## src/verilog/tirt_pkg.sv

```systemverilog
// Purpose: Shared constants for the timer and interrupt transfer instruction unit.
// Assumes: 10-bit instruction words, 4-bit accumulator and second register.
// Notes: Register offsets are byte addresses on a 32-bit AXI4-Lite bus.
package tirt_pkg;
    localparam int OP_W = 10;
    localparam int NIB_W = 4;
    localparam int TMR_N = 4;
    localparam int CTL_N = 9;
    // Control register slots: irq enable a/b, ext irq ctrl a/b, timer ctrl 1,2,3,4,6.
    localparam int CTL_IRQ_A = 2;
    localparam int CTL_IRQ_B = 3;
    localparam int LEVEL_SEL_BIT = 2;
    localparam logic [OP_W-1:0] OP_SKIP_PIN_A = 10'h03A;
    localparam logic [OP_W-1:0] OP_SKIP_PIN_B = 10'h03B;
    localparam logic [CTL_N*OP_W-1:0] OP_CTL_RD = {10'h250, 10'h24E, 10'h24D, 10'h24C, 10'h24B,
                                                   10'h254, 10'h253, 10'h055, 10'h054};
    localparam logic [CTL_N*OP_W-1:0] OP_CTL_WR = {10'h213, 10'h211, 10'h210, 10'h20F, 10'h20E,
                                                   10'h218, 10'h217, 10'h03E, 10'h03F};
    localparam logic [TMR_N*OP_W-1:0] OP_TMR_RD = {10'h273, 10'h272, 10'h271, 10'h270};
    localparam logic [TMR_N*OP_W-1:0] OP_TMR_WR = {10'h233, 10'h232, 10'h231, 10'h230};
    localparam logic [TMR_N*OP_W-1:0] OP_RLD_WR = {10'h3FF, 10'h23B, 10'h3FF, 10'h23F};
    localparam logic [TMR_N-1:0] RLD_ONLY_EN = 4'h5;
    localparam logic [TMR_N*OP_W-1:0] OP_FLAG_SKIP = {10'h283, 10'h282, 10'h281, 10'h280};
    // Bus map.
    localparam logic [7:0] ADDR_INSTR = 8'h00;
    localparam logic [7:0] ADDR_ACCB = 8'h04;
    localparam logic [7:0] ADDR_STATUS = 8'h08;
    localparam logic [7:0] ADDR_CTL_VIEW = 8'h0C;
    localparam logic [7:0] ADDR_TCTL_VIEW = 8'h10;
    localparam logic [7:0] ADDR_COUNT_VIEW = 8'h14;
    localparam logic [7:0] ADDR_RELOAD_VIEW = 8'h18;
    localparam logic [1:0] RESP_OKAY = 2'h0;
    localparam logic [1:0] RESP_SLVERR = 2'h2;
    // Values after reset.
    localparam logic [NIB_W-1:0] RST_NIB = 4'h0;
    localparam logic [7:0] RST_BYTE = 8'h00;
    localparam logic [OP_W-1:0] RST_OP = 10'h000;
endpackage

```

## src/verilog/tirt_unit.sv

```systemverilog
// Purpose: Executes the timer, interrupt-control and flag-test instructions of a 4-bit core.
// Assumes: Software issues instructions, one at a time, through the instruction register.
// Notes: Timer counting is reduced to a decrement on each tick pulse with reload on underflow.
`timescale 1ns/1ns

module tirt_unit
#(
    parameter int ADDR_W = 8
)
(
    input wire logic clk_sys, // System clock, 125 MHz.
    input wire logic srst, // Synchronous reset, active high.
    input wire logic ext_irq_pin_a, // First external interrupt pin, asynchronous.
    input wire logic ext_irq_pin_b, // Second external interrupt pin, asynchronous.
    input wire logic [tirt_pkg::TMR_N-1:0] tmr_tick, // Count pulse per timer, same clock.
    input wire logic [ADDR_W-1:0] s_axi_awaddr, // Write address.
    input wire logic s_axi_awvalid, // Write address valid.
    output logic s_axi_awready, // Write address ready.
    input wire logic [31:0] s_axi_wdata, // Write data.
    input wire logic [3:0] s_axi_wstrb, // Write byte strobes.
    input wire logic s_axi_wvalid, // Write data valid.
    output logic s_axi_wready, // Write data ready.
    output logic [1:0] s_axi_bresp, // Write response.
    output logic s_axi_bvalid, // Write response valid.
    input wire logic s_axi_bready, // Write response ready.
    input wire logic [ADDR_W-1:0] s_axi_araddr, // Read address.
    input wire logic s_axi_arvalid, // Read address valid.
    output logic s_axi_arready, // Read address ready.
    output logic [31:0] s_axi_rdata, // Read data.
    output logic [1:0] s_axi_rresp, // Read response.
    output logic s_axi_rvalid, // Read data valid.
    input wire logic s_axi_rready, // Read data ready.
    output logic [tirt_pkg::TMR_N-1:0] tmr_underflow_flag, // Underflow flags a..d.
    output logic skip_pending // Next issued instruction will be suppressed.
);
    import tirt_pkg::*;

    // The decode compares byte addresses up to the reload view, so the field must hold them.
    if (ADDR_W < 5 || ADDR_W > 8)
    begin : g_bad_addr_w
        $error("ADDR_W must lie between 5 and 8");
    end

    ////////////////////////////////////////////////////////////////////////////
    // Pin synchronisers.

    logic pin_a_meta_reg;
    logic pin_a_reg;
    logic pin_b_meta_reg;
    logic pin_b_reg;

    always_ff @(posedge clk_sys)
    begin
        pin_a_meta_reg <= ext_irq_pin_a;
        pin_a_reg <= pin_a_meta_reg;
        pin_b_meta_reg <= ext_irq_pin_b;
        pin_b_reg <= pin_b_meta_reg;
    end

    ////////////////////////////////////////////////////////////////////////////
    // AXI4-Lite write channel.

    logic aw_held_reg;
    logic [7:0] aw_addr_reg;
    logic w_held_reg;
    logic [31:0] w_data_reg;
    logic [3:0] w_strb_reg;
    logic bvalid_reg;
    logic [1:0] bresp_reg;
    logic wr_fire;
    logic wr_instr;
    logic wr_accb;
    logic wr_mapped;

    assign s_axi_awready = !aw_held_reg;
    assign s_axi_wready = !w_held_reg;
    assign wr_fire = aw_held_reg && w_held_reg && !bvalid_reg;
    assign wr_instr = wr_fire && aw_addr_reg == ADDR_INSTR && w_strb_reg[1:0] == 2'h3;
    assign wr_accb = wr_fire && aw_addr_reg == ADDR_ACCB && w_strb_reg[0];
    assign wr_mapped = aw_addr_reg == ADDR_INSTR || aw_addr_reg == ADDR_ACCB;
    assign s_axi_bvalid = bvalid_reg;
    assign s_axi_bresp = bresp_reg;

    always_ff @(posedge clk_sys)
    begin
        if (srst)
        begin
            aw_held_reg <= 1'b0;
            w_held_reg <= 1'b0;
            bvalid_reg <= 1'b0;
            bresp_reg <= RESP_OKAY;
            aw_addr_reg <= RST_BYTE;
            w_data_reg <= 32'h0000_0000;
            w_strb_reg <= 4'h0;
        end
        else
        begin
            if (s_axi_awvalid && !aw_held_reg)
            begin
                aw_held_reg <= 1'b1;
                aw_addr_reg <= 8'(s_axi_awaddr);
            end
            if (s_axi_wvalid && !w_held_reg)
            begin
                w_held_reg <= 1'b1;
                w_data_reg <= s_axi_wdata;
                w_strb_reg <= s_axi_wstrb;
            end
            if (wr_fire)
            begin
                aw_held_reg <= 1'b0;
                w_held_reg <= 1'b0;
                bvalid_reg <= 1'b1;
                bresp_reg <= wr_mapped ? RESP_OKAY : RESP_SLVERR;
            end
            else if (bvalid_reg && s_axi_bready)
            begin
                bvalid_reg <= 1'b0;
            end
        end
    end

    ////////////////////////////////////////////////////////////////////////////
    // Instruction execution.

    logic [OP_W-1:0] op;
    logic [OP_W-1:0] last_op_reg;
    logic skip_reg;
    logic exec_en;
    logic [NIB_W-1:0] acc_reg;
    logic [NIB_W-1:0] b_reg;
    logic [NIB_W-1:0] ctl_reg [CTL_N];
    logic [7:0] cnt_reg [TMR_N];
    logic [7:0] rld_reg [TMR_N];
    logic [TMR_N-1:0] flag_reg;
    logic [CTL_N-1:0] ctl_rd_hit;
    logic [CTL_N-1:0] ctl_wr_hit;
    logic [TMR_N-1:0] tmr_rd_hit;
    logic [TMR_N-1:0] tmr_wr_hit;
    logic [TMR_N-1:0] rld_wr_hit;
    logic [TMR_N-1:0] flag_hit;
    logic pin_a_hit;
    logic pin_b_hit;
    logic skip_cond;
    logic [NIB_W-1:0] acc_next;
    logic [NIB_W-1:0] b_next;

    assign op = w_data_reg[OP_W-1:0];
    // A suppressed instruction still uses up its cycle, so it consumes the skip.
    assign exec_en = wr_instr && !skip_reg;
    assign pin_a_hit = ctl_reg[CTL_IRQ_A][LEVEL_SEL_BIT] == pin_a_reg;
    assign pin_b_hit = ctl_reg[CTL_IRQ_B][LEVEL_SEL_BIT] == pin_b_reg;
    assign skip_cond = (op == OP_SKIP_PIN_A && pin_a_hit) || (op == OP_SKIP_PIN_B && pin_b_hit)
                       || |(flag_hit & flag_reg);

    genvar gi;
    generate
        for (gi = 0; gi < CTL_N; gi++)
        begin : g_ctl
            assign ctl_rd_hit[gi] = exec_en && op == OP_CTL_RD[gi*OP_W +: OP_W];
            assign ctl_wr_hit[gi] = exec_en && op == OP_CTL_WR[gi*OP_W +: OP_W];
            always_ff @(posedge clk_sys)
            begin
                if (srst)
                    ctl_reg[gi] <= RST_NIB;
                else if (ctl_wr_hit[gi])
                    ctl_reg[gi] <= acc_reg;
            end
        end
        for (gi = 0; gi < TMR_N; gi++)
        begin : g_tmr
            logic underflow;
            assign tmr_rd_hit[gi] = exec_en && op == OP_TMR_RD[gi*OP_W +: OP_W];
            assign tmr_wr_hit[gi] = exec_en && op == OP_TMR_WR[gi*OP_W +: OP_W];
            assign rld_wr_hit[gi] = exec_en && RLD_ONLY_EN[gi] && op == OP_RLD_WR[gi*OP_W +: OP_W];
            assign flag_hit[gi] = exec_en && op == OP_FLAG_SKIP[gi*OP_W +: OP_W];
            assign underflow = tmr_tick[gi] && cnt_reg[gi] == RST_BYTE && !tmr_wr_hit[gi];
            always_ff @(posedge clk_sys)
            begin
                if (srst)
                begin
                    cnt_reg[gi] <= RST_BYTE;
                    rld_reg[gi] <= RST_BYTE;
                    flag_reg[gi] <= 1'b0;
                end
                else
                begin
                    if (tmr_wr_hit[gi] || rld_wr_hit[gi])
                        rld_reg[gi] <= {b_reg, acc_reg};
                    if (tmr_wr_hit[gi])
                        cnt_reg[gi] <= {b_reg, acc_reg};
                    else if (underflow)
                        cnt_reg[gi] <= rld_reg[gi];
                    else if (tmr_tick[gi])
                        cnt_reg[gi] <= cnt_reg[gi] - 8'h01;
                    // A new underflow in the clearing cycle wins over the clear.
                    if (underflow)
                        flag_reg[gi] <= 1'b1;
                    else if (flag_hit[gi])
                        flag_reg[gi] <= 1'b0;
                end
            end
        end
    endgenerate

    always_comb
    begin
        acc_next = acc_reg;
        b_next = b_reg;
        if (wr_accb)
        begin
            acc_next = w_data_reg[3:0];
            b_next = w_data_reg[7:4];
        end
        for (int i = 0; i < CTL_N; i++)
        begin
            if (ctl_rd_hit[i])
                acc_next = ctl_reg[i];
        end
        for (int i = 0; i < TMR_N; i++)
        begin
            if (tmr_rd_hit[i])
            begin
                b_next = cnt_reg[i][7:4];
                acc_next = cnt_reg[i][3:0];
            end
        end
    end

    always_ff @(posedge clk_sys)
    begin
        if (srst)
        begin
            acc_reg <= RST_NIB;
            b_reg <= RST_NIB;
            skip_reg <= 1'b0;
            last_op_reg <= RST_OP;
        end
        else
        begin
            acc_reg <= acc_next;
            b_reg <= b_next;
            if (wr_instr)
            begin
                skip_reg <= exec_en && skip_cond;
                last_op_reg <= op;
            end
        end
    end

    assign skip_pending = skip_reg;
    assign tmr_underflow_flag = flag_reg;

    ////////////////////////////////////////////////////////////////////////////
    // AXI4-Lite read channel.

    logic rvalid_reg;
    logic [31:0] rdata_reg;
    logic [1:0] rresp_reg;
    logic rd_fire;
    logic [7:0] rd_addr;
    logic [31:0] rd_word;
    logic rd_mapped;

    assign rd_fire = s_axi_arvalid && !rvalid_reg;
    assign s_axi_arready = !rvalid_reg;
    assign rd_addr = 8'(s_axi_araddr);
    assign rd_mapped = rd_addr <= ADDR_RELOAD_VIEW && rd_addr[1:0] == 2'h0;
    assign rd_word = rd_addr == ADDR_INSTR ? {22'h00_0000, last_op_reg} :
                     rd_addr == ADDR_ACCB ? {24'h00_0000, b_reg, acc_reg} :
                     rd_addr == ADDR_STATUS ? {25'h000_0000, pin_b_reg, pin_a_reg, flag_reg, skip_reg} :
                     rd_addr == ADDR_CTL_VIEW ? {16'h0000, ctl_reg[3], ctl_reg[2], ctl_reg[1], ctl_reg[0]} :
                     rd_addr == ADDR_TCTL_VIEW ?
                         {12'h000, ctl_reg[8], ctl_reg[7], ctl_reg[6], ctl_reg[5], ctl_reg[4]} :
                     rd_addr == ADDR_COUNT_VIEW ? {cnt_reg[3], cnt_reg[2], cnt_reg[1], cnt_reg[0]} :
                     rd_addr == ADDR_RELOAD_VIEW ? {rld_reg[3], rld_reg[2], rld_reg[1], rld_reg[0]} :
                     32'h0000_0000;
    assign s_axi_rvalid = rvalid_reg;
    assign s_axi_rdata = rdata_reg;
    assign s_axi_rresp = rresp_reg;

    always_ff @(posedge clk_sys)
    begin
        if (srst)
        begin
            rvalid_reg <= 1'b0;
            rdata_reg <= 32'h0000_0000;
            rresp_reg <= RESP_OKAY;
        end
        else if (rd_fire)
        begin
            rvalid_reg <= 1'b1;
            rdata_reg <= rd_mapped ? rd_word : 32'h0000_0000;
            rresp_reg <= rd_mapped ? RESP_OKAY : RESP_SLVERR;
        end
        else if (rvalid_reg && s_axi_rready)
        begin
            rvalid_reg <= 1'b0;
        end
    end

    ////////////////////////////////////////////////////////////////////////////
    // Checks.

    pin_a_skip_a: assert property (@(posedge clk_sys) disable iff (srst)
        exec_en && op == OP_SKIP_PIN_A |=> skip_reg == $past(pin_a_hit))
        else $error("pin a test gave the wrong skip");
    pin_b_skip_a: assert property (@(posedge clk_sys) disable iff (srst)
        exec_en && op == OP_SKIP_PIN_B |=> skip_reg == $past(ctl_reg[CTL_IRQ_B][LEVEL_SEL_BIT] == pin_b_reg))
        else $error("pin b test gave the wrong skip");
    ctl_load_a: assert property (@(posedge clk_sys) disable iff (srst)
        exec_en && op == OP_CTL_WR[0 +: OP_W] |=> ctl_reg[0] == $past(acc_reg))
        else $error("control load lost the accumulator");
    ctl_read_a: assert property (@(posedge clk_sys) disable iff (srst)
        exec_en && op == OP_CTL_RD[4*OP_W +: OP_W] |=> acc_reg == $past(ctl_reg[4]))
        else $error("control read did not reach the accumulator");
    tmr_read_a: assert property (@(posedge clk_sys) disable iff (srst)
        exec_en && op == OP_TMR_RD[0 +: OP_W] |=> {b_reg, acc_reg} == $past(cnt_reg[0]))
        else $error("timer read split the count wrongly");
    tmr_write_a: assert property (@(posedge clk_sys) disable iff (srst)
        exec_en && op == OP_TMR_WR[OP_W +: OP_W] |=>
        cnt_reg[1] == $past({b_reg, acc_reg}) && rld_reg[1] == $past({b_reg, acc_reg}))
        else $error("timer write missed count or reload");
    reload_only_a: assert property (@(posedge clk_sys) disable iff (srst)
        exec_en && op == OP_RLD_WR[0 +: OP_W] && !tmr_tick[0] |=>
        cnt_reg[0] == $past(cnt_reg[0]) && rld_reg[0] == $past({b_reg, acc_reg}))
        else $error("reload-only write disturbed the count");
    flag_clear_a: assert property (@(posedge clk_sys) disable iff (srst)
        exec_en && op == OP_FLAG_SKIP[0 +: OP_W] && flag_reg[0] && !tmr_tick[0] |=> skip_reg && !flag_reg[0])
        else $error("flag test did not skip and clear");
    skip_once_a: assert property (@(posedge clk_sys) disable iff (srst)
        skip_reg && wr_instr |=> !skip_reg && $stable(acc_reg) ##0 $stable(ctl_reg[0]))
        else $error("suppressed instruction took effect");
    ext_ctl_load_a: assert property (@(posedge clk_sys) disable iff (srst)
        exec_en && op == OP_CTL_WR[CTL_IRQ_B*OP_W +: OP_W] |=> ctl_reg[CTL_IRQ_B] == $past(acc_reg))
        else $error("external control load lost the accumulator");
    tmr_read_d_a: assert property (@(posedge clk_sys) disable iff (srst)
        exec_en && op == OP_TMR_RD[3*OP_W +: OP_W] |=> {b_reg, acc_reg} == $past(cnt_reg[3]))
        else $error("timer d read split the count wrongly");
    tmr_write_d_a: assert property (@(posedge clk_sys) disable iff (srst)
        exec_en && op == OP_TMR_WR[3*OP_W +: OP_W] |=>
        cnt_reg[3] == $past({b_reg, acc_reg}) && rld_reg[3] == $past({b_reg, acc_reg}))
        else $error("timer d write missed count or reload");
    reload_only_c_a: assert property (@(posedge clk_sys) disable iff (srst)
        exec_en && op == OP_RLD_WR[2*OP_W +: OP_W] && !tmr_tick[2] |=>
        cnt_reg[2] == $past(cnt_reg[2]) && rld_reg[2] == $past({b_reg, acc_reg}))
        else $error("reload-only write disturbed timer c");
    flag_clear_b_a: assert property (@(posedge clk_sys) disable iff (srst)
        exec_en && op == OP_FLAG_SKIP[OP_W +: OP_W] && flag_reg[1] && !tmr_tick[1] |=>
        skip_reg && !flag_reg[1])
        else $error("timer b flag test did not skip and clear");
endmodule
```

## config.mk

```make
export PLATFORM = sky130hd
export DESIGN_NAME = tirt_unit
export DESIGN_NICKNAME = d
export VERILOG_FILES = /design/src/verilog/tirt_pkg.sv /design/src/verilog/tirt_unit.sv
export SDC_FILE = /design/constraint.sdc
export NUM_CORES = 1
export LEC_CHECK = 0
export ABC_AREA = 0
export BUFFER_PORTS_ARGS = -buffer_cell sky130_fd_sc_hd__buf_2
export CAP_MARGIN = 20
export CORE_ASPECT_RATIO = 0.7
export CORE_MARGIN = 4
export CORE_UTILIZATION = 50
export CTS_CLUSTER_DIAMETER = 120
export DETAILED_ROUTE_END_ITERATION = 6
export PLACE_DENSITY_LB_ADDON = 0.12
export RECOVER_POWER = 25
export SYNTH_ARGS = -nofsm -noshare
export SYNTH_HDL_FRONTEND = slang
export SYNTH_SLANG_ARGS = --single-unit
```

## constraint.sdc

```tcl
create_clock -name clk_sys -period 2.77 [get_ports clk_sys]
set_input_delay 0.1385 -clock clk_sys [delete_from_list [all_inputs] [get_ports clk_sys]]
set_output_delay 0.1385 -clock clk_sys [all_outputs]
set_load 0.01 [all_outputs]
```

==> results of run 1 <==
==> stage by stage <==
| stage | setup WS [ns] | util, % | instance area [sq um] | hold WS, ns | cells |
|---|---|---|---|---|---|
| finish | 0.1619 | 60.91 | 11550 | 0.01424 | 1463 |
| detailed placement | 0.1254 | 56.65 | 10750 | 0.2441 | 1402 |
| global placement | 0.1847 | 56.65 | 10750 | 0.2422 | 1402 |
| floorplan | 0.3140 | - | 9691 | 0.1662 | 1046 |
| global route | 0.005327 | 60.91 | 11550 | 0.02968 | 1463 |
| CTS | 0.1034 | 61.20 | 11610 | 0.007139 | 1461 |
==> worst min-delay path: cells and delay by family <==
family	cells	cell delay [ns]
AOI/OAI and AO/OA	1	0.07
buffers and inverters	1	0.12
and+or+nand+nor	1	0.07
==> final timing paths <==
check | from | endpoint | slack (ns)
max | aw_addr_reg[7]$_SDFFE_PP0P_ | cnt_reg[3][6]$_DFFE_PP_ | 0.16
max reg2reg | aw_addr_reg[7]$_SDFFE_PP0P_ | cnt_reg[3][6]$_DFFE_PP_ | 0.16
min | tmr_tick[1] | tmr_underflow_flag[1]$_SDFFE_PP0P_ | 0.01
min reg2reg | pin_a_meta_reg$_DFF_P_ | pin_a_reg$_DFF_P_ | 0.34
==> timing repair <==
action	in CTS	in global routing
gates resized for setup	0	2
endpoints found under the setup margin	0	16
hold buffers	27	0
setup buffers	0	1
endpoints found under the hold margin	26	0
==> cell type report <==
type                            instances  area [sq um]
Tap cell                              264         330.3
Multi-Input combinational cell        766          4588
Clock inverter                         15         166.4
Timing Repair Buffer                  186          1227
Sequential cell                       185          4705
Inverter                               30         112.6
Fill cell                            1709          7416
Clock buffer                           17         425.4
==> cells by family (layout without fill, tap and decap cells) <==
group / Yosys count / count (layout) / share of synthesized area [%]
AOI/OAI and AO/OA: 281 / 281 / 19.74
muxes: 24 / 24 / 2.519
xor gates and xnor gates: 23 / 23 / 2.080
DFF: 185 / 185 / 48.57
buffers and inverters: 95 / 248 / 4.120
other: 1 / 2 / 0.03871
adders and majority gates: 4 / 4 / 0.5167
and+or+nand+nor: 432 / 432 / 22.42
==> where the power goes <==
group | total, mW | switching (mW) | internal (mW)
Combinational | 0.645 | 0.385 | 0.259
Clock | 2.47 | 1.25 | 1.22
Sequential | 3.15 | 0.151 | 3.00
Total | 6.27 | 1.78 | 4.48
==> synthesized netlist by cell type, types with 11 or more instances <==
library cell,count,share of area (%)
nand3_1,22,1.1
buf_2,15,0.77
a221oi_1,14,1.3
inv_1,27,1.0
nor3_1,43,2.2
nor2_1,118,4.6
xnor2_1,12,1.1
xor2_1,11,0.99
a22oi_1,43,3.3
a211oi_1,12,0.93
and2_1,30,1.9
mux2i_1,21,2.2
nor4_1,15,0.97
a21oi_1,84,4.3
clkbuf_1,42,1.6
dfxtp_1,85,18
edfxtp_1,100,31
a22o_1,12,1.1
nand2_1,124,4.8
o21ai_0,38,2.0
==> routing by layer <==
layer | wire (um) | global-route usage, % | up-vias
li1 | - | - | 4168
met1 | 16060 | 50.20 | 4476
met2 | 13450 | 40.75 | 566
met3 | 4955 | 11.86 | 66
met4 | 684 | 7.911 | 0
met5 | 0 | 0 | -
==> metrics.txt, run 1 <==
status=complete, no violations; Slowest-stage cell, CP=dfxtp_1; most frequent cells in the layout=124 x nand2_1, 116 x nor2_1, 100 x edfxtp_1; RD Place Congestion=1.032; CP endpoint kind=flop; Fmax=383.4 MHz; gr ovfl total=0; cell area after synthesis=0.009687 sq mm; port bufs=84; critical path class=flop to flop; most common flop cell mapped by yosys=edfxtp_1; Fin. Hold Viols=0; leakage power=4.133 nW; Remaining DRCs=0; 1st-pass router iterations=7; Synth Area per Inst=9.270 sq um; Starting Density=51.06%; Final setup viols=0; Reg2Reg Depth=8; CTS root buffer=clkbuf_16; Die H=124.5 um; Pins Over Slew Limit=0; Worst IR Drop VDD=0.3634 mV; Synth warnings=0; clock buffer depth=2; vias in the first global route=8476; clock-pin slew on the worst setup and hold paths=0.08 ns; core area=0.01897 sq mm; post-route minimum period=2.608 ns; worst path cell trace=nor4_4, buf_4, and4_2, nand2_2, nor2_1, a21oi_1, and2_1, o221a_2; first-pass GRT wire length=52.90 mm; critical path's largest stage delay=0.35 ns; delay-heaviest family, CP=simple AND/OR/NAND/NOR gates; Worst EP required=2.98 ns; CTS tree=yes; Final HPWL DP=26.56 mm; die area=0.02170 sq mm; IO Count=111; Slew @ Worst Pin=0.9720 ns; register area share after synthesis=48.57%; initial antenna violation count=1; WL/cell=24.03 um; EDFF count, synth=100; row count=42; share of cells above drive strength 1=14.10%; RSZ-0062 raised after global routing=no; Yosys reg bits=185; Stages on worst setup path=8; CTS buffer count=17; routed wire length=35.15 mm; Clock Skew=0.01479 ns; antenna-violating nets left=0; CTS sink count=185; Synth cell types=85; Worst slew margin=35.07%; CP Max Fanout=11; Vias=9276; asr flop ratio synth=0%; max reg flops=36; Worst-Skew Late Latency=0.45 ns; largest net degree at the start of global routing=40; crit path buf inv count=1; total power=6.265 mW; antenna cells=0; commonest non-fill, non-tap cell in the layout=nand2_1; Period Utilization, post-route=94.16%; Setup TNS Final=0 ns; Max-cap violations=0; 1st-iter DRT viols=1480; Area growth syn-to-layout=19.28%; worst min path class=input pin to flop; Mapped Cells=1045; NumNets Final=1255; Power Dens Cells=542.2 mW/mm^2; Critical Path AT=2.81 ns; CTS H-tree depth=4; GRT Util Overall=32.00%; Vias/cell=6.340; Worst Setup Start Kind=flop; worst hold path depth=3; die width=174.4 um
Note: power is estimated with default switching activity, not from simulation.
==> inputs of run 2 (changes only) <==
--- a/config.mk
+++ b/config.mk
@@ -11,6 +11,7 @@
 export CORE_ASPECT_RATIO = 0.7
 export CORE_MARGIN = 4
 export CORE_UTILIZATION = 50
+export CTS_BUF_LIST = sky130_fd_sc_hd__clkbuf_2
 export CTS_CLUSTER_DIAMETER = 120
 export DETAILED_ROUTE_END_ITERATION = 6
 export PLACE_DENSITY_LB_ADDON = 0.12
==> metrics.txt, run 2 (synthesis results as in run 1) <==
Slowest-stage cell, CP=or3_1; Vias/cell=6.309; combinational power share=13.3%; initial antenna violation count=1; clock buffer depth=2; die area=0.02170 sq mm; clock-pin slew on the worst setup and hold paths=0.32 ns; Setup TNS Final=0 ns; Starting Density=51.06%; Remaining DRCs=2; worst min path class=input pin to flop; Power Dens Cells=455.5 mW/mm^2; most frequent cells in the layout=124 x nand2_1, 115 x nor2_1, 100 x edfxtp_1; Fin. Hold Viols=0; leakage power=4.203 nW; share of cells above drive strength 1=14.13%; routed wire length=35.75 mm; failing checks=design-rule violations; Max-cap violations=0; Slew @ Worst Pin=0.9825 ns; WL/cell=23.67 um; Switching Fraction=31.86%; first-pass GRT wire length=53.73 mm; antenna-violating nets left=0; core area=0.01897 sq mm; Worst-Skew Late Latency=0.83 ns; Die H=124.5 um; CTS sink count=185; vias in the first global route=8722; post-route minimum period=2.639 ns; Final setup viols=0; critical path's largest stage delay=0.43 ns; port bufs=84; CTS H-tree depth=4; CTS root buffer=clkbuf_2; antenna cells=0; gr ovfl total=0; Reg power frac=59.3%; status=complete, but fails checks; Worst IR Drop VDD=0.2418 mV; worst path cell trace=nor4_4, buf_4, nand4_4, buf_4, or3_1, or2_0, a21oi_1, a21oi_1, o211ai_1, o211a_1; Period Utilization, post-route=95.26%; Fillers=1706; die width=174.4 um; max reg flops=36; Worst slew margin=34.37%; critical path class=flop to flop; 1st-iter DRT viols=1445; Worst EP required=3.56 ns; row count=42; CP Max Fanout=10; multi-input logic area=0.004604 sq mm; register area=0.004706 sq mm; NetSw=1.699 mW; Area growth syn-to-layout=20.86%; largest net degree at the start of global routing=40; Vias=9527; Clk pwr share=27.4%; CP endpoint kind=flop; 1st-pass router iterations=7; Fmax=379.0 MHz; CTS buffer count=17; commonest non-fill, non-tap cell in the layout=nand2_1; GRT Util Overall=32.42%; Clock Skew=0.07188 ns; Final HPWL DP=26.56 mm; RD Place Congestion=1.032; RSZ-0062 raised after global routing=no; Worst Setup Start Kind=flop; final core utilization=61.71%; IO Count=111; Cell Int Power=3.633 mW; Pins Over Slew Limit=0; Critical Path AT=3.43 ns; NumNets Final=1302; CTS tree=yes
-- run 2: changes by cell type in the layout (fill, tap and decap cells not counted), moves of 2 or more --
| cell | delta |
|---|---|
| dlygate4sd3_1 | +47 |
| clkbuf_2 | +17 |
| clkbuf_1 | -2 |
| clkbuf_16 | -17 |
-- run 2: metrics by stage --
stage          cell area, sq um  cells  setup slack [ns]  total power [mW]  hold WS [ns]
2_1_floorplan              9691   1046            0.3140             3.540        0.1662
3_3_place_gp              10750   1402            0.1847             3.794        0.2422
3_5_place_dp              10750   1402            0.1254             3.799        0.2441
4_1_cts                   11740   1508           0.05367             5.298       0.04684
5_1_grt                   11710   1510          0.007868             5.524       0.04916
6_report                  11710   1510            0.1312             5.332       0.08026
-- run 2: what timing repair did --
item	4_1_cts	5_1_grt
hold buffers	74	0
endpoints found under the setup margin	0	22
resized for setup	0	5
endpoints found under the hold margin	115	0
setup buffers	0	1
-- run 2: final cells by class --
type                    instances  share of cell area (%)
repair buffers                233                   14.55
clock buffers                  17                  0.7267
multi-input cells             766                   39.33
flip-flops and latches        185                   40.19
clock inverters                15                   1.421
inverters                      30                  0.9618
well taps                     264                   2.821
-- run 2: worst max-delay path, delay by kind of cell, from the launching register on --
kind	cells	cell delay [ns]
AO/OA/AOI/OAI	4	0.65
buffers and inverters	2	0.41
flip-flops	1	0.42
AND/OR/NAND/NOR	4	1.14
-- run 2: path summary, 6_finish.rpt --
| kind | cells past startpoint | slack, ns | from | to |
|---|---|---|---|---|
| min | 3 | 0.08 | s_axi_awvalid | aw_held_reg$_SDFFE_PP0P_ |
| min reg2reg | 0 | 0.37 | pin_b_meta_reg$_DFF_P_ | pin_b_reg$_DFF_P_ |
| max | 10 | 0.13 | aw_addr_reg[7]$_SDFFE_PP0P_ | acc_reg[3]$_SDFFE_PP0P_ |
| max reg2reg | 10 | 0.13 | aw_addr_reg[7]$_SDFFE_PP0P_ | acc_reg[3]$_SDFFE_PP0P_ |
-- run 2: layer usage --
layer	vias up	global-route usage [%]	part of all wire, %	wire (um)
li1	4254	-	-	-
met1	4563	51.17	44	15830
met2	642	41.74	39	13830
met3	68	11.47	15	5376
met4	0	7.213	2.0	714
met5	-	0	0	0
-- run 2: power groups by stage --
| stage | Sequential, mW | Combinational [mW] | Clock, mW |
|---|---|---|---|
| after detailed placement | 3.20 | 0.596 | 0 |
| after floorplan | 3.14 | 0.401 | 0 |
| after CTS | 3.15 | 0.686 | 1.46 |
| final | 3.16 | 0.709 | 1.46 |
| after global routing | 3.17 | 0.772 | 1.58 |
| after global placement | 3.20 | 0.593 | 0 |
==> inputs of run 3 (changes only) <==
--- a/config.mk
+++ b/config.mk
@@ -6,16 +6,20 @@
 export NUM_CORES = 1
 export LEC_CHECK = 0
 export ABC_AREA = 0
+export ABC_CLOCK_PERIOD_IN_PS = 2770
 export BUFFER_PORTS_ARGS = -buffer_cell sky130_fd_sc_hd__buf_2
 export CAP_MARGIN = 20
+export CELL_PAD_IN_SITES_DETAIL_PLACEMENT = 1
+export CELL_PAD_IN_SITES_GLOBAL_PLACEMENT = 1
 export CORE_ASPECT_RATIO = 0.7
 export CORE_MARGIN = 4
-export CORE_UTILIZATION = 50
+export CORE_UTILIZATION = 47
 export CTS_BUF_LIST = sky130_fd_sc_hd__clkbuf_2
 export CTS_CLUSTER_DIAMETER = 120
 export DETAILED_ROUTE_END_ITERATION = 6
 export PLACE_DENSITY_LB_ADDON = 0.12
 export RECOVER_POWER = 25
+export SKIP_CTS_REPAIR_TIMING = 1
 export SYNTH_ARGS = -nofsm -noshare
 export SYNTH_HDL_FRONTEND = slang
 export SYNTH_SLANG_ARGS = --single-unit
==> metrics.txt, run 3 (synthesis results as in run 1) <==
most frequent cells in the layout=124 x nand2_1, 114 x nor2_1, 100 x edfxtp_1; Fillers=2366; clock buffer depth=2; worst min path class=input pin to flop; IO Count=111; CTS root buffer=clkbuf_2; CTS tree=yes; Clock Skew=0.05616 ns; critical path class=input pin to flop; Worst IR Drop VDD=0.2630 mV; Fin. Hold Viols=0; core area=0.02001 sq mm; NumNets Final=1294; Pins Over Slew Limit=0; max reg flops=36; first-pass GRT wire length=55.88 mm; leakage power=4.154 nW; status=complete, no violations; initial antenna violation count=2; GRT met3 Usage=8.849%; Worst EP required=3.60 ns; Remaining DRCs=0; worst path cell trace=dlygate4sd3_1, buf_2, nand2b_1, dlygate4sd3_1, nor3_1, nor2_1, nand3_1, nor3_1, buf_4, a22oi_1, nor2_1, dlygate4sd3_1; met1 usage=47.82%; register area=0.004707 sq mm; WL/cell=25.97 um; row count=43; Setup WS pre-CTS=0.1264 ns; Worst slew margin=28.98%; Vias=9638; Final setup viols=0; design area=0.01162 sq mm; 1st-pass router iterations=6; Setup WS post-layout=0.02511 ns; die width=179.6 um; Critical Path AT=3.58 ns; CTS sink count=185; DP Area=0.01072 sq mm; vias in the first global route=8966; Slew @ Worst Pin=1.063 ns; Worst path most repeated cell=dlygate4sd3_1; Die H=128.1 um; critical path's largest stage delay=0.57 ns; RD Place Congestion=1.054; Starting Density=48.40%; antenna-violating nets left=0; Worst Setup Start Kind=input pin; gr ovfl total=0; Max-cap violations=0; commonest non-fill, non-tap cell in the layout=nand2_1; CTS H-tree depth=4; CP Max Fanout=12; clock-pin slew on the worst setup and hold paths=0.37 ns; Period Utilization, post-route=99.09%; Vias/cell=6.387; routed wire length=39.19 mm; die area=0.02301 sq mm; post-route minimum period=2.745 ns; Fmax=364.3 MHz; Worst-Skew Late Latency=0.87 ns; Area growth syn-to-layout=19.94%; share of cells above drive strength 1=13.81%; RSZ-0062 raised after global routing=yes; multi-input logic area=0.004597 sq mm; CTS buffer count=17; GRT busiest layer=met1; largest net degree at the start of global routing=39; met2 Resource Use GR=45.28%; port bufs=84; GRT Util Overall=31.82%; Power Dens Cells=459.7 mW/mm^2; Final HPWL DP=27.94 mm; Slowest-stage cell, CP=dlygate4sd3_1; 1st-iter DRT viols=1244; CP endpoint kind=flop
-- run 3: worst paths after layout --
| path | from | end | slack [ns] | depth (start not counted) |
|---|---|---|---|---|
| min reg2reg | pin_b_meta_reg$_DFF_P_ | pin_b_reg$_DFF_P_ | 0.35 | 0 |
| min | s_axi_wdata[7] | w_data_reg[7]$_SDFFE_PP0P_ | 0.05 | 4 |
| max reg2reg | aw_held_reg$_SDFFE_PP0P_ | aw_addr_reg[6]$_SDFFE_PP0P_ | 0.06 | 5 |
| max | s_axi_araddr[3] | s_axi_rdata[31]$_SDFFE_PP0P_ | 0.03 | 12 |
-- run 3: final cells by class --
cell class,instances,area share (%)
multi-input combinational,766,39.57
timing repair buffer,225,13.86
inverter,30,0.9692
clock buffer,17,0.7323
tap,270,2.908
sequential,185,40.51
clock inverter,15,1.432
antenna,1,0.02154
-- run 3: worst max-delay path, delay by kind of cell --
kind	cells	cell delay, ns
buf+inv	5	2.06
simple gates	6	1.20
compound gates	1	0.16
-- run 3: layer usage --
metal  wire, um  share of wire, %
met5          0                 0
met4        814               2.1
met3       4283                11
met2      16940                43
met1      17150                44
-- run 3: per-stage QoR --
step | std cells | hold slack (ns) | utilization (%) | total power, mW | TNS (ns)
floorplan | 1046 | 0.1662 | - | 3.540 | 0
global placement | 1405 | 0.2407 | 53.50 | 3.782 | 0
detailed placement | 1406 | 0.2430 | 53.54 | 3.812 | 0
CTS | 1438 | -0.6398 | 54.79 | 5.218 | 0
finish | 1509 | 0.04567 | 58.05 | 5.341 | 0
global route | 1509 | 0.01963 | 58.05 | 5.532 | -0.1365
-- run 3: report_power, final --
part           total, mW  internal, mW  switching, mW
registers           3.19          3.01          0.177
clock network       1.46         0.304           1.16
logic              0.690         0.298          0.392
